[config.mk]
export PLATFORM = sky130hd
export DESIGN_NAME = vfdsk_top
export DESIGN_NICKNAME = d
export VERILOG_FILES = /design/src/rtl/vfdsk_pkg.sv /design/src/rtl/vfdsk_top.sv /design/src/rtl/vfdsk_fifo.sv
export VERILOG_INCLUDE_DIRS = /design/src /design/src/rtl
export SDC_FILE = /design/constraint.sdc
export NUM_CORES = 1
export LEC_CHECK = 0
export BUFFER_PORTS_ARGS = -buffer_cell sky130_fd_sc_hd__buf_2
export CAP_MARGIN = 20
export CORE_ASPECT_RATIO = 2
export CORE_MARGIN = 1.5
export CORE_UTILIZATION = 44
export DETAILED_ROUTE_END_ITERATION = 8
export HOLD_SLACK_MARGIN = 0.15
export PLACE_DENSITY = 0.73
export SYNTH_ARGS = -nofsm -noshare
export SYNTH_HDL_FRONTEND = slang
export SYNTH_SLANG_ARGS = --single-unit
[constraint.sdc]
create_clock -name clock -period 4.25 [get_ports clock]
set_clock_uncertainty 0.2 [all_clocks]
set_input_delay 0.425 -clock clock [delete_from_list [all_inputs] [get_ports clock]]
set_output_delay 0.425 -clock clock [all_outputs]
set_load 0.005 [all_outputs]
[src/rtl/vfdsk_regs.svh]
// constants of the serial command and key-scan block
// assumes a 100 MHz system clock; serial pins sampled synchronously
`ifndef VFDSK_REGS_SVH
`define VFDSK_REGS_SVH
`define VFDSK_CMD_MODE      2'h0
`define VFDSK_CMD_DATA      2'h1
`define VFDSK_CMD_ADDR      2'h2
`define VFDSK_CMD_CTRL      2'h3
`define VFDSK_DS_OP_WRITE   2'h0
`define VFDSK_DS_OP_LED     2'h1
`define VFDSK_DS_OP_READ    2'h2
`define VFDSK_ADDR_LAST     6'h23
`define VFDSK_RAM_DEPTH     36
`define VFDSK_KEY_BYTES     4
`define VFDSK_LED_RESET     4'h0
`define VFDSK_ADDR_RESET    6'h00
`define VFDSK_PW_RESET      3'h0
`define VFDSK_MODE_RESET    4'h7
`define VFDSK_SLOT_CYCLES   16'd1000
`define VFDSK_SLOTS_FRAME   8'd16
`define VFDSK_FIFO_DEPTH    8
`endif

[src/rtl/vfdsk_pkg.sv]
// types of the serial command and key-scan block
// used by vfdsk_top only
package vfdsk_pkg;
    typedef struct packed {
        logic       display_on;
        logic [2:0] pulse_width;
    } vfdsk_ctrl_t;
    typedef struct packed {
        logic [5:0] addr;
        logic [7:0] data;
    } vfdsk_wr_t;
    typedef enum logic [2:0] {
        VFDSK_IDLE = 3'b001,
        VFDSK_CMD  = 3'b010,
        VFDSK_BODY = 3'b100
    } vfdsk_state_t;
endpackage

[src/rtl/vfdsk_top.sv]
// serial command interpreter, display memory write port, led port and key scan
// host drives frame, serial clock and data synchronous to clock
// Notes on behaviour
// RULE1: first byte after frame falls is a command, lsb first
// RULE2: frame rising mid-byte resets receiver and drops the partial byte
// RULE3: 00 is display mode, 01 is data setting
// RULE4: mode command ignores b4 and b5
// RULE5: 10 is address setting, 11 is display control
// RULE6: sixteen by two key matrix, one bit per key stored
// RULE7: read shifts key bytes lsb first in scan order
// RULE8: after b7 of a byte, b0 of the next follows
// RULE9: four scan lines per byte, even bits return a, odd return b
// RULE10: led byte lsb first, b0..b3 to outputs, rest ignored
// RULE11: led port bit 1 turns output off, 0 turns on
// RULE12: led port bits clear to zero at reset
// RULE13: addresses 00h to 23h valid; above, data discarded
// RULE14: address pointer resets to zero
// RULE15: control sets on/off and width; reset width 1/16, off
// RULE16: one key scan cycle spans two frames into store
// RULE17: operating rate is 224 over segment slot width
// RULE18: serial output is open drain pull-down only
// RULE19: host waits 1 us before first read clock
// RULE20: host init order: data, address, data bytes, mode, control
// RULE21: address then data in own frame for chosen locations
// RULE22: data setting selecting led port then one led byte
// RULE23: host clears display memory at initialisation
// RULE24: input sampled on rising serial clock, output changes on falling
`timescale 1ns/100ps
`include "vfdsk_regs.svh"
module vfdsk_top (
    input  wire logic        clock,
    input  wire logic        reset,
    input  wire logic        transfer_frame_n,
    input  wire logic        serial_clock,
    input  wire logic        serial_data_in,
    output logic             serial_data_out_oe,
    output logic             serial_data_out,
    output logic [15:0]      segment_scan_line,
    input  wire logic        key_return_a,
    input  wire logic        key_return_b,
    output logic [3:0]       indicator_out,
    output logic             display_on,
    output logic [2:0]       pulse_width,
    output logic [3:0]       display_mode,
    output logic             key_scan_active,
    output logic [5:0]       mem_wr_addr,
    output logic [7:0]       mem_wr_data,
    output logic             mem_wr_valid,
    input  wire logic        mem_wr_ready
);
    vfdsk_pkg::vfdsk_state_t state_r;
    vfdsk_pkg::vfdsk_ctrl_t  ctrl_r;
    vfdsk_pkg::vfdsk_wr_t    wr_in_r;
    vfdsk_pkg::vfdsk_wr_t    wr_out;
    logic        sclk_d_r;
    logic [7:0]  shift_r;
    logic [2:0]  bit_cnt_r;
    logic [1:0]  op_r;
    logic        addr_incr_r;
    logic [5:0]  addr_r;
    logic [3:0]  led_r;
    logic [3:0]  mode_r;
    logic [31:0] keys_r;
    logic [31:0] key_live_r;
    logic [4:0]  rd_idx_r;
    logic        dout_r;
    logic        push_r;
    logic        fifo_ready;
    logic        fifo_valid;
    logic        sclk_rise;
    logic        sclk_fall;
    logic        byte_done;
    logic [7:0]  byte_val;
    logic        reading;
    logic [15:0] slot_cnt_r;
    logic [7:0]  slot_r;
    logic        frame_phase_r;
    logic [15:0] scan_line_r;

    function automatic logic [1:0] cmd_kind(input logic [7:0] b);
        cmd_kind = b[7:6];
    endfunction

    assign sclk_rise = serial_clock && !sclk_d_r && !transfer_frame_n;
    assign sclk_fall = !serial_clock && sclk_d_r && !transfer_frame_n;
    assign byte_val  = {serial_data_in, shift_r[7:1]};
    assign byte_done = sclk_rise && (bit_cnt_r == 3'h7);
    assign reading   = (state_r == vfdsk_pkg::VFDSK_BODY) && (op_r == `VFDSK_DS_OP_READ);

    always_ff @(posedge clock)
    begin
        // idle level of the serial clock is high; no false rise after reset
        if (reset)
            sclk_d_r <= 1'b1;
        else
            sclk_d_r <= serial_clock;
    end

    // receiver; frame going high drops any partial byte
    always_ff @(posedge clock)
    begin
        if (reset)
        begin
            state_r   <= vfdsk_pkg::VFDSK_IDLE;
            shift_r   <= 8'h00;
            bit_cnt_r <= 3'h0;
        end
        else if (transfer_frame_n)
        begin
            // RULE2: abort resets receiver
            state_r   <= vfdsk_pkg::VFDSK_IDLE;
            bit_cnt_r <= 3'h0;
        end
        else
        begin
            case (state_r)
                vfdsk_pkg::VFDSK_IDLE: state_r <= vfdsk_pkg::VFDSK_CMD;
                // RULE1: first byte is command
                vfdsk_pkg::VFDSK_CMD:  if (byte_done) state_r <= vfdsk_pkg::VFDSK_BODY;
                vfdsk_pkg::VFDSK_BODY: state_r <= vfdsk_pkg::VFDSK_BODY;
                default:               state_r <= vfdsk_pkg::VFDSK_IDLE;
            endcase
            // RULE24: sample on rising clock
            if (sclk_rise)
            begin
                shift_r   <= byte_val;
                bit_cnt_r <= bit_cnt_r + 3'h1;
            end
        end
    end

    // command decode and settings
    always_ff @(posedge clock)
    begin
        if (reset)
        begin
            op_r        <= `VFDSK_DS_OP_WRITE;
            addr_incr_r <= 1'b1;
            mode_r      <= `VFDSK_MODE_RESET;
            // RULE15: reset width 1/16, display off
            ctrl_r      <= '{display_on: 1'b0, pulse_width: `VFDSK_PW_RESET};
        end
        else if (byte_done && state_r == vfdsk_pkg::VFDSK_CMD)
        begin
            // RULE3: top bits select command
            case (cmd_kind(byte_val))
                // RULE4: b4, b5 ignored
                `VFDSK_CMD_MODE:
                    if (byte_val[3:0] != mode_r)
                    begin
                        mode_r            <= byte_val[3:0];
                        ctrl_r.display_on <= 1'b0;
                    end
                `VFDSK_CMD_DATA:
                begin
                    op_r        <= byte_val[1:0];
                    addr_incr_r <= !byte_val[2];
                end
                // RULE5: address and control
                // pointer itself is loaded in the address block
                `VFDSK_CMD_ADDR: ;
                `VFDSK_CMD_CTRL: ctrl_r <= '{display_on: byte_val[3], pulse_width: byte_val[2:0]};
                default:         ;
            endcase
        end
    end

    // address pointer and led port
    always_ff @(posedge clock)
    begin
        if (reset)
        begin
            // RULE14: pointer starts at zero
            addr_r <= `VFDSK_ADDR_RESET;
            // RULE12: all leds on
            led_r   <= `VFDSK_LED_RESET;
            push_r  <= 1'b0;
            wr_in_r <= '{addr: 6'h00, data: 8'h00};
        end
        else
        begin
            push_r <= 1'b0;
            // RULE21: address command loads the pointer
            if (byte_done && state_r == vfdsk_pkg::VFDSK_CMD
                && cmd_kind(byte_val) == `VFDSK_CMD_ADDR)
                addr_r <= byte_val[5:0];
            else if (byte_done && state_r == vfdsk_pkg::VFDSK_BODY)
            begin
                // RULE22: led port chosen by data setting
                // RULE10: low nibble only
                if (op_r == `VFDSK_DS_OP_LED)
                    led_r <= byte_val[3:0];
                // RULE13: out-of-range data dropped
                else if (op_r == `VFDSK_DS_OP_WRITE && addr_r <= `VFDSK_ADDR_LAST)
                begin
                    // address captured before the pointer moves on
                    push_r  <= 1'b1;
                    wr_in_r <= '{addr: addr_r, data: byte_val};
                    if (addr_incr_r)
                        addr_r <= addr_r + 6'h01;
                end
            end
        end
    end

    // writes stall in the fifo if memory side holds off; full drops the byte
    vfdsk_fifo #(
        .WIDTH ($bits(vfdsk_pkg::vfdsk_wr_t)),
        .DEPTH (`VFDSK_FIFO_DEPTH)
    ) u_fifo (
        .clock     (clock),
        .reset     (reset),
        .in_data   (wr_in_r),
        .in_valid  (push_r),
        .in_ready  (fifo_ready),
        .out_data  (wr_out),
        .out_valid (fifo_valid),
        .out_ready (mem_wr_ready && !mem_wr_valid)
    );

    always_ff @(posedge clock)
    begin
        if (reset)
        begin
            mem_wr_valid <= 1'b0;
            mem_wr_addr  <= 6'h00;
            mem_wr_data  <= 8'h00;
        end
        else if (fifo_valid && mem_wr_ready && !mem_wr_valid)
        begin
            mem_wr_valid <= 1'b1;
            mem_wr_addr  <= wr_out.addr;
            mem_wr_data  <= wr_out.data;
        end
        else
            mem_wr_valid <= 1'b0;
    end

    // RULE17: slot timer stands in for the scan oscillator
    always_ff @(posedge clock)
    begin
        if (reset || !ctrl_r.display_on)
        begin
            slot_cnt_r    <= 16'h0000;
            slot_r        <= 8'h00;
            frame_phase_r <= 1'b0;
            scan_line_r   <= 16'h0001;
            key_live_r    <= 32'h00000000;
        end
        else if (slot_cnt_r == `VFDSK_SLOT_CYCLES - 16'd1)
        begin
            slot_cnt_r  <= 16'h0000;
            // RULE6: one bit per key
            key_live_r[{slot_r[3:0], 1'b0}] <= key_return_a;
            key_live_r[{slot_r[3:0], 1'b1}] <= key_return_b;
            scan_line_r <= {scan_line_r[14:0], scan_line_r[15]};
            if (slot_r == `VFDSK_SLOTS_FRAME - 8'd1)
            begin
                slot_r        <= 8'h00;
                frame_phase_r <= !frame_phase_r;
            end
            else
                slot_r <= slot_r + 8'h01;
        end
        else
            slot_cnt_r <= slot_cnt_r + 16'h0001;
    end

    // RULE16: store updated every second frame
    always_ff @(posedge clock)
    begin
        if (reset)
            keys_r <= 32'h00000000;
        else if (ctrl_r.display_on && frame_phase_r
                 && slot_cnt_r == `VFDSK_SLOT_CYCLES - 16'd1
                 && slot_r == `VFDSK_SLOTS_FRAME - 8'd1 && !reading)
            keys_r <= key_live_r;
    end

    // read shifter
    always_ff @(posedge clock)
    begin
        if (reset || transfer_frame_n)
        begin
            rd_idx_r <= 5'h00;
            dout_r   <= 1'b1;
        end
        // RULE24: change after falling clock
        else if (reading && sclk_fall)
        begin
            // RULE7: lsb first in scan order
            // RULE8: wraps into next byte
            // RULE9: bit 2n return a, 2n+1 return b
            dout_r   <= keys_r[rd_idx_r];
            rd_idx_r <= rd_idx_r + 5'h01;
        end
    end

    always_ff @(posedge clock)
    begin
        if (reset)
        begin
            serial_data_out_oe <= 1'b0;
            serial_data_out    <= 1'b0;
            indicator_out      <= 4'hf;
            segment_scan_line  <= 16'h0000;
            display_on         <= 1'b0;
            pulse_width        <= `VFDSK_PW_RESET;
            display_mode       <= `VFDSK_MODE_RESET;
            key_scan_active    <= 1'b0;
        end
        else
        begin
            // RULE18: only pulls low
            serial_data_out_oe <= reading && !dout_r;
            serial_data_out    <= 1'b0;
            // RULE11: bit 1 means off; output high is on
            indicator_out      <= ~led_r;
            segment_scan_line  <= ctrl_r.display_on ? scan_line_r : 16'h0000;
            display_on         <= ctrl_r.display_on;
            pulse_width        <= ctrl_r.pulse_width;
            display_mode       <= mode_r;
            key_scan_active    <= ctrl_r.display_on;
        end
    end
endmodule

[src/rtl/vfdsk_fifo.sv]
// parameterised valid/ready fifo
// single clock, synchronous active-high reset
`timescale 1ns/100ps
module vfdsk_fifo #(
    parameter int WIDTH = 14,
    parameter int DEPTH = 8
) (
    input  wire logic             clock,
    input  wire logic             reset,
    input  wire logic [WIDTH-1:0] in_data,
    input  wire logic             in_valid,
    output logic                  in_ready,
    output logic      [WIDTH-1:0] out_data,
    output logic                  out_valid,
    input  wire logic             out_ready
);
    localparam int AW = $clog2(DEPTH);
    logic [WIDTH-1:0] mem_r [DEPTH];
    logic [AW:0]      wp_r;
    logic [AW:0]      rp_r;
    logic             push;
    logic             pop;
    assign in_ready  = (wp_r - rp_r) != (AW+1)'(DEPTH);
    assign out_valid = wp_r != rp_r;
    assign out_data  = mem_r[rp_r[AW-1:0]];
    assign push      = in_valid && in_ready;
    assign pop       = out_valid && out_ready;
    always_ff @(posedge clock)
    begin
        if (push)
            mem_r[wp_r[AW-1:0]] <= in_data;
    end
    always_ff @(posedge clock)
    begin
        if (reset)
        begin
            wp_r <= '0;
            rp_r <= '0;
        end
        else
        begin
            if (push)
                wp_r <= wp_r + 1'b1;
            if (pop)
                rp_r <= rp_r + 1'b1;
        end
    end
endmodule

Word level (Yosys, flattened, before mapping). Memories as Yosys holds them, arrays and structs flattened. A register that Yosys moved wholly into a read port is not among the register bits. Index checks and enable logic that the tools add are counted.

Bits in writable memories: 112. Register bits: 200. Bits of input ports: 8. Output and inout port bits: 46. Memories kept: 1. Logic and storage cells: 144.

Mux-type cells: 22. Add/subtract/negate cells: 8. Equal/unequal tests: 17. Reduce and logical (&&, ||, !) cells: 53. $lt $le $gt $ge: 6. Bitwise logic cells: 6.

Memories: u_fifo.mem_r (depth 8, width 14, read ports 1, clocked after memory_dff 1, write ports 1, line vfdsk_fifo.sv:18) `logic [WIDTH-1:0] mem_r [DEPTH];`.

Operators with widths (number): $bwmux 32 (2); $mux 6 (5); $logic_and 1x1->1 (23); $lt 5x6->1 const B (3); $add 16x1->16 const B (1); $eq 16x10->1 const B (1); $ge 5x1->1 const B (2); $logic_not 1->1 (9); $pmux 3 s3 (1); $reduce_and 3->1 (3); $add 4x1->4 const B (2); $add 8x1->8 const B (1); $demux 1 s4 (2); $eq 8x4->1 const B (1); $mux 1 (8); $mux 8 (1); $ne 4x4->1 (2); $reduce_and 2->1 (4); $reduce_and 4->1 (2); $reduce_bool 2->1 (4); $add 6x1->6 const B (1); $eq 2x2->1 const B (3); $eq 3x3->1 const B (2); $le 6x6->1 const B (1); 17 further kinds (28).

Longest topological paths before layout.
Word-level depth: 8. Gate-level depth with buffers: 9. Mapped depth without buffers: 7.

By module. Synthesis repeated with hierarchy kept, for this count alone.

Cell total of the unflattened synthesis: 1124. Area, all modules: 12817.3 um^2.

Modules (own cells, without submodules): vfdsk_top (cells each 886, seq. area each 4103.9 um^2, instances 1, area each 7938.9 um^2); vfdsk_fifo (cells each 238, seq. area each 3583.4 um^2, instances 1, area each 4878.4 um^2).

Worst setup path after synthesis. OpenSTA, ideal clock, no wires.

Path type: reg2reg. Start point: register u_fifo.rp_r[2]. End point: memory u_fifo.mem_r[4][0] (enable). Period minus slack after synthesis: 4096 ps. Setup time: 427 ps. Slack: 154 ps. Data required time: 3623 ps. Data arrival time: 3470 ps. Path buffers: 2. Cell stages (with the launch flop): 9. Cells stage by stage: dfxtp_1 -> clkbuf_1 -> inv_1 -> clkbuf_1 -> ha_1 -> xnor2_1 -> or4_1 -> nand3_1 -> nor4b_1.

Longest elaborated chain between the ends: 5.

Ends and longest elaborated chain: from (decl) (line vfdsk_fifo.sv:20) `logic [AW:0] rp_r;`; from (signal assigned) (line vfdsk_fifo.sv:45) `rp_r <= rp_r + 1'b1;`; $sub 4x4->4 (line vfdsk_fifo.sv:23) `assign in_ready = (wp_r - rp_r) != (AW+1)'(DEPTH);`; $ne 4x4->1 (line vfdsk_fifo.sv:23); $logic_and 1x1->1 (line vfdsk_fifo.sv:26) `assign push = in_valid && in_ready;`; $mux 1 (line vfdsk_fifo.sv:30) `if (push)`; $mux 1 (implied by the code) (line vfdsk_fifo.sv:31) `mem_r[wp_r[AW-1:0]] <= in_data;`; to (decl) (line vfdsk_fifo.sv:18).

Every way passes these cells.

Final worst setup path.
Start point: register u_fifo.wp_r[1]. End point: register u_fifo.wp_r[3].

Longest elaborated chain between the ends: 3. Elaborated cells between the ends (all ways): 4. Classes of those cells: 2 x add/sub; 1 x eq/ne; 1 x reduce/logical.

Ends and longest elaborated chain: from (decl) (line vfdsk_fifo.sv:19) `logic [AW:0] wp_r;`; from (signal assigned) (line vfdsk_fifo.sv:43) `wp_r <= wp_r + 1'b1;`; $sub 4x4->4 (line vfdsk_fifo.sv:23); $ne 4x4->1 (line vfdsk_fifo.sv:23); $logic_and 1x1->1 (line vfdsk_fifo.sv:26).

Parallel ways exist; a longest one is shown, timed or not. A chain may end at the register's enable or synchronous reset.

==> impl_metrics.csv <==
group,metric,value,unit
clock_tree,clk-insertion-delay-late,0.54,ns
worst_setup_path,critical_path_arrival,3.43,ns
global_route,grt_overflow,0,
clock_tree,cts_max_level,1,
power_and_ir_drop,seqPwrFrac,54.9,%
clock_tree,clkSinkCount,325,
final_layout,fin_nets,1177,
die,die-height,243,um
final_layout,diodes,0,
worst_setup_path,worstSetupPathType,"register to register",
global_route,use_met2,34.9,%
logic_synthesis,ys_ff_latch,325,
route,wl,26700,um
logic_synthesis,ys_warn_count,0,
timing,setup-tns-final,0,ns
power_and_ir_drop,pwr-share-clk,44.3,%
worst_setup_path,critPathMaxFanout,15,
timing,tightest_slew,1.04,ns
clock_tree,postCtsSetupRepairBufs,0,
place,placed_cell_area,0.0133,mm2
logic_synthesis,synthTopCellsByCount,"dfxtp_1 (213), nand2_1 (162), nor2_1 (113)",
die,num_io_pins,54,
place,io_buffers,52,
timing,fmax,0.311,GHz
logic_synthesis,synth_cell_types,59,
run_status,status,"finished clean",
die,initial_core_util,44.9,%
place,post-place-ws,0.586,ns
route,viasPerCell,5.37,
route,drt-initial-drc-count,448,
logic_synthesis,synth_edf_count,112,
place,dp_hpwl,19200,um
logic_synthesis,synthCells,1120,
worst_setup_path,cp.buffers_inverters,0,
clock_tree,cts-root-buf,"clkbuf_16",
timing,period_share,75.6,%
worst_setup_path,cp_slowest_stage_delay,0.63,ns
logic_synthesis,syn_area,0.0127,mm2
power_and_ir_drop,ir_drop,0.000261,V
die,core,0.0283,mm2
power_and_ir_drop,swShare,19.5,%
worst_setup_path,r2r_start,"u_fifo.wp_r[1]",
power_and_ir_drop,combinationalPowerShare,0.8,%
hold_path,hp-start,"transfer_frame_n",
logic_synthesis,synth_flop_cell,"dfxtp_1",
logic_synthesis,syn_nets,1143,
global_route,use_met1,16.9,%
logic_synthesis,synth_seq_area_share,60.0,%
die,rows,87,
global_route,antenna_found_initial,0,
worst_setup_path,crit_family,"simple AND/OR/NAND/NOR gates",
die,dieArea,0.0300,mm2
worst_setup_path,reg2regPathDepth,6,
job,cap_violations,0,
clock_tree,cts_tree,"yes",
logic_synthesis,yosysMostFrequentCell,"dfxtp_1",
logic_synthesis,synth.largest_area_cell,"dfxtp_1",
logic_synthesis,synthArstFlopShare,0,%
worst_setup_path,critPathCaptureType,"register",
clock_tree,post_cts_resized,0,
global_route,grt_max_degree,61,
final_layout,fin_cells,1531,
power_and_ir_drop,power_switching,1.14,mW
die,die_w,123,um
timing,hold_viol,0,
route,drcViolationCount,0,
timing,fin_worst_hold_slack,0.192,ns
hold_path,min_path_type,"primary input to register",
timing,maxSlewHeadroom,29.1,%
clock_tree,cts_buffer_depth,3,
clock_tree,path_clk_slew,0.07,ns
route,ant_nets,0,
power_and_ir_drop,p_leak,4.70,nW
worst_setup_path,cp.required,4.47,ns
timing,finalSetupViolCount,0,
worst_setup_path,cp-start-kind,"register",
route,wl_per_cell,17.5,um
power_and_ir_drop,internal_power,4.68,mW
route,dr.pass1.iters,5,
logic_synthesis,synth_top_cell_area_share,33.6,%
place,gp_congestion,0.832,
global_route,busiest_layer,"met2",
timing,rsz0062_at_grt,"false",
global_route,use_met3,2.13,%
final_layout,area_growth,12.6,%
timing,fin_crit,3.21,ns
logic_synthesis,syn_avg_cell_area,11.3,um2
worst_setup_path,rrSetupSlack,1.04,ns
final_layout,layout-drive-gt1-share,14.7,%
worst_setup_path,reg2reg_to,"u_fifo.wp_r[3]",
global_route,grt_pass1_vias,8109,
route,route.vias.total,8225,
worst_setup_path,crit_chain,"ha_1 -> nor2b_1 -> o21a_1 -> or4b_2 -> nand3_1 -> mux2_2",
global_route,track_usage,18.2,%
final_layout,utilization,50.5,%
logic_synthesis,synth_area_leaders,"dfxtp_1 (34%), edfxtp_1 (26%), mux4_2 (5.7%)",
clock_tree,ctsHoldBuffers,5,
hold_path,holdPathEnd,"rd_idx_r[0]",
worst_setup_path,cpMaxStageDelayCell,"or4b_2",
timing,slew_violations,0,
place,placed_cells,1474,
hold_path,whs_path_depth,4,
power_and_ir_drop,p_per_area,407,mW/mm2
final_layout,design_area,0.0143,mm2
timing,fin_ws,1.04,ns
global_route,grt_pass1_wl,42300,um
clock_tree,numCtsBuffers,27,
power_and_ir_drop,p_total,5.82,mW
-- state kept, by name (all words and copies together) (netlist names), 5 cells and up --
| register | cells |
|---|---|
| segment_scan_line | 16 |
| scan_line_r | 16 |
| mem_wr_addr | 6 |
| addr_r | 6 |
| shift_r | 7 |
| u_fifo.mem_r | 112 |
| keys_r | 32 |
| mem_wr_data | 8 |
| slot_cnt_r | 16 |
| slot_r | 8 |
| rd_idx_r | 5 |
| key_live_r | 32 |
| wr_in_r | 14 |
-- worst register-to-register path, delay by kind of cell, from the launching register on --
kind / cells / cell delay [ns]
simple gates: 3 / 1.36
mux: 1 / 0.40
compound gates: 1 / 0.21
fa+ha+maj: 1 / 0.36
flops: 1 / 0.56
-- power groups by stage --
stage	Sequential, mW	Clock [mW]	Combinational (mW)
after floorplan	3.26	0	0.0304
after global placement	3.27	0	0.0447
after detailed placement	3.27	0	0.0450
after CTS	3.19	2.64	0.0489
after global routing	3.19	2.75	0.0527
final	3.20	2.58	0.0488
-- how the worst max path moves through the flow --
stage	from	end	slack (ns)	cells after the start
final	u_fifo.wp_r[1]	u_fifo.wp_r[3]	1.04	6
after detailed placement	u_fifo.rp_r[2]	u_fifo.mem_r[5][4]	0.59	8
after global routing	u_fifo.rp_r[2]	u_fifo.wp_r[3]	0.80	8
after CTS	u_fifo.rp_r[2]	u_fifo.mem_r[5][5]	0.56	8
after global placement	u_fifo.rp_r[2]	u_fifo.mem_r[5][5]	0.78	8
after floorplan	u_fifo.rp_r[2]	u_fifo.mem_r[4][0]	0.15	8
-- placed cells by master (no fill, tap or decap), types with 3 or more instances in the layout --
master,n
a211o_1,4
a211oi_1,4
a21oi_1,72
a311oi_1,14
a31oi_1,4
and2_1,17
and3_1,8
buf_2,51
buf_4,18
bufinv_16,5
clkbuf_16,27
clkinv_1,5
clkinvlp_4,3
dfxtp_1,212
dlygate4sd3_1,5
edfxtp_1,112
ha_1,15
inv_1,15
inv_6,3
mux2_2,3
mux2i_1,64
mux4_2,32
nand2_1,162
nand2b_1,9
nand3_1,43
nand3b_1,4
nand4_1,14
nor2_1,113
nor2b_1,13
nor3_1,9
nor4_1,7
nor4b_2,3
o211ai_1,4
o21ai_0,6
or2_2,5
or3_1,8
or4_1,3
xnor2_1,12
xor2_1,21
-- layout make-up --
cell class | count | area, um2
clock buffers | 29 | 683
clock inverters | 21 | 246
fillers | 2510 | 14000
inverters | 15 | 56.3
multi-input cells | 709 | 4780
flip-flops and latches | 325 | 7630
well taps | 356 | 445
repair buffers | 76 | 463
-- layer usage --
metal | wire, um | vias to the layer above
li1 | - | 4014
met2 | 15100 | 164
met5 | 0 | -
met4 | 2040 | 0
met3 | 706 | 66
met1 | 8870 | 3981
-- cell families after synthesis --
| kind of cell | count (synthesis) | synth area share, % |
|---|---|---|
| compound gates | 123 | 6.05 |
| mux | 99 | 11.0 |
| flops | 325 | 60.0 |
| buf+inv | 86 | 2.75 |
| fa+ha+maj | 15 | 1.48 |
| simple gates | 438 | 16.4 |
| other cells | 1 | 0.0295 |
| xor+xnor | 33 | 2.27 |
No activity file was read; power rests on OpenSTA's default activity.
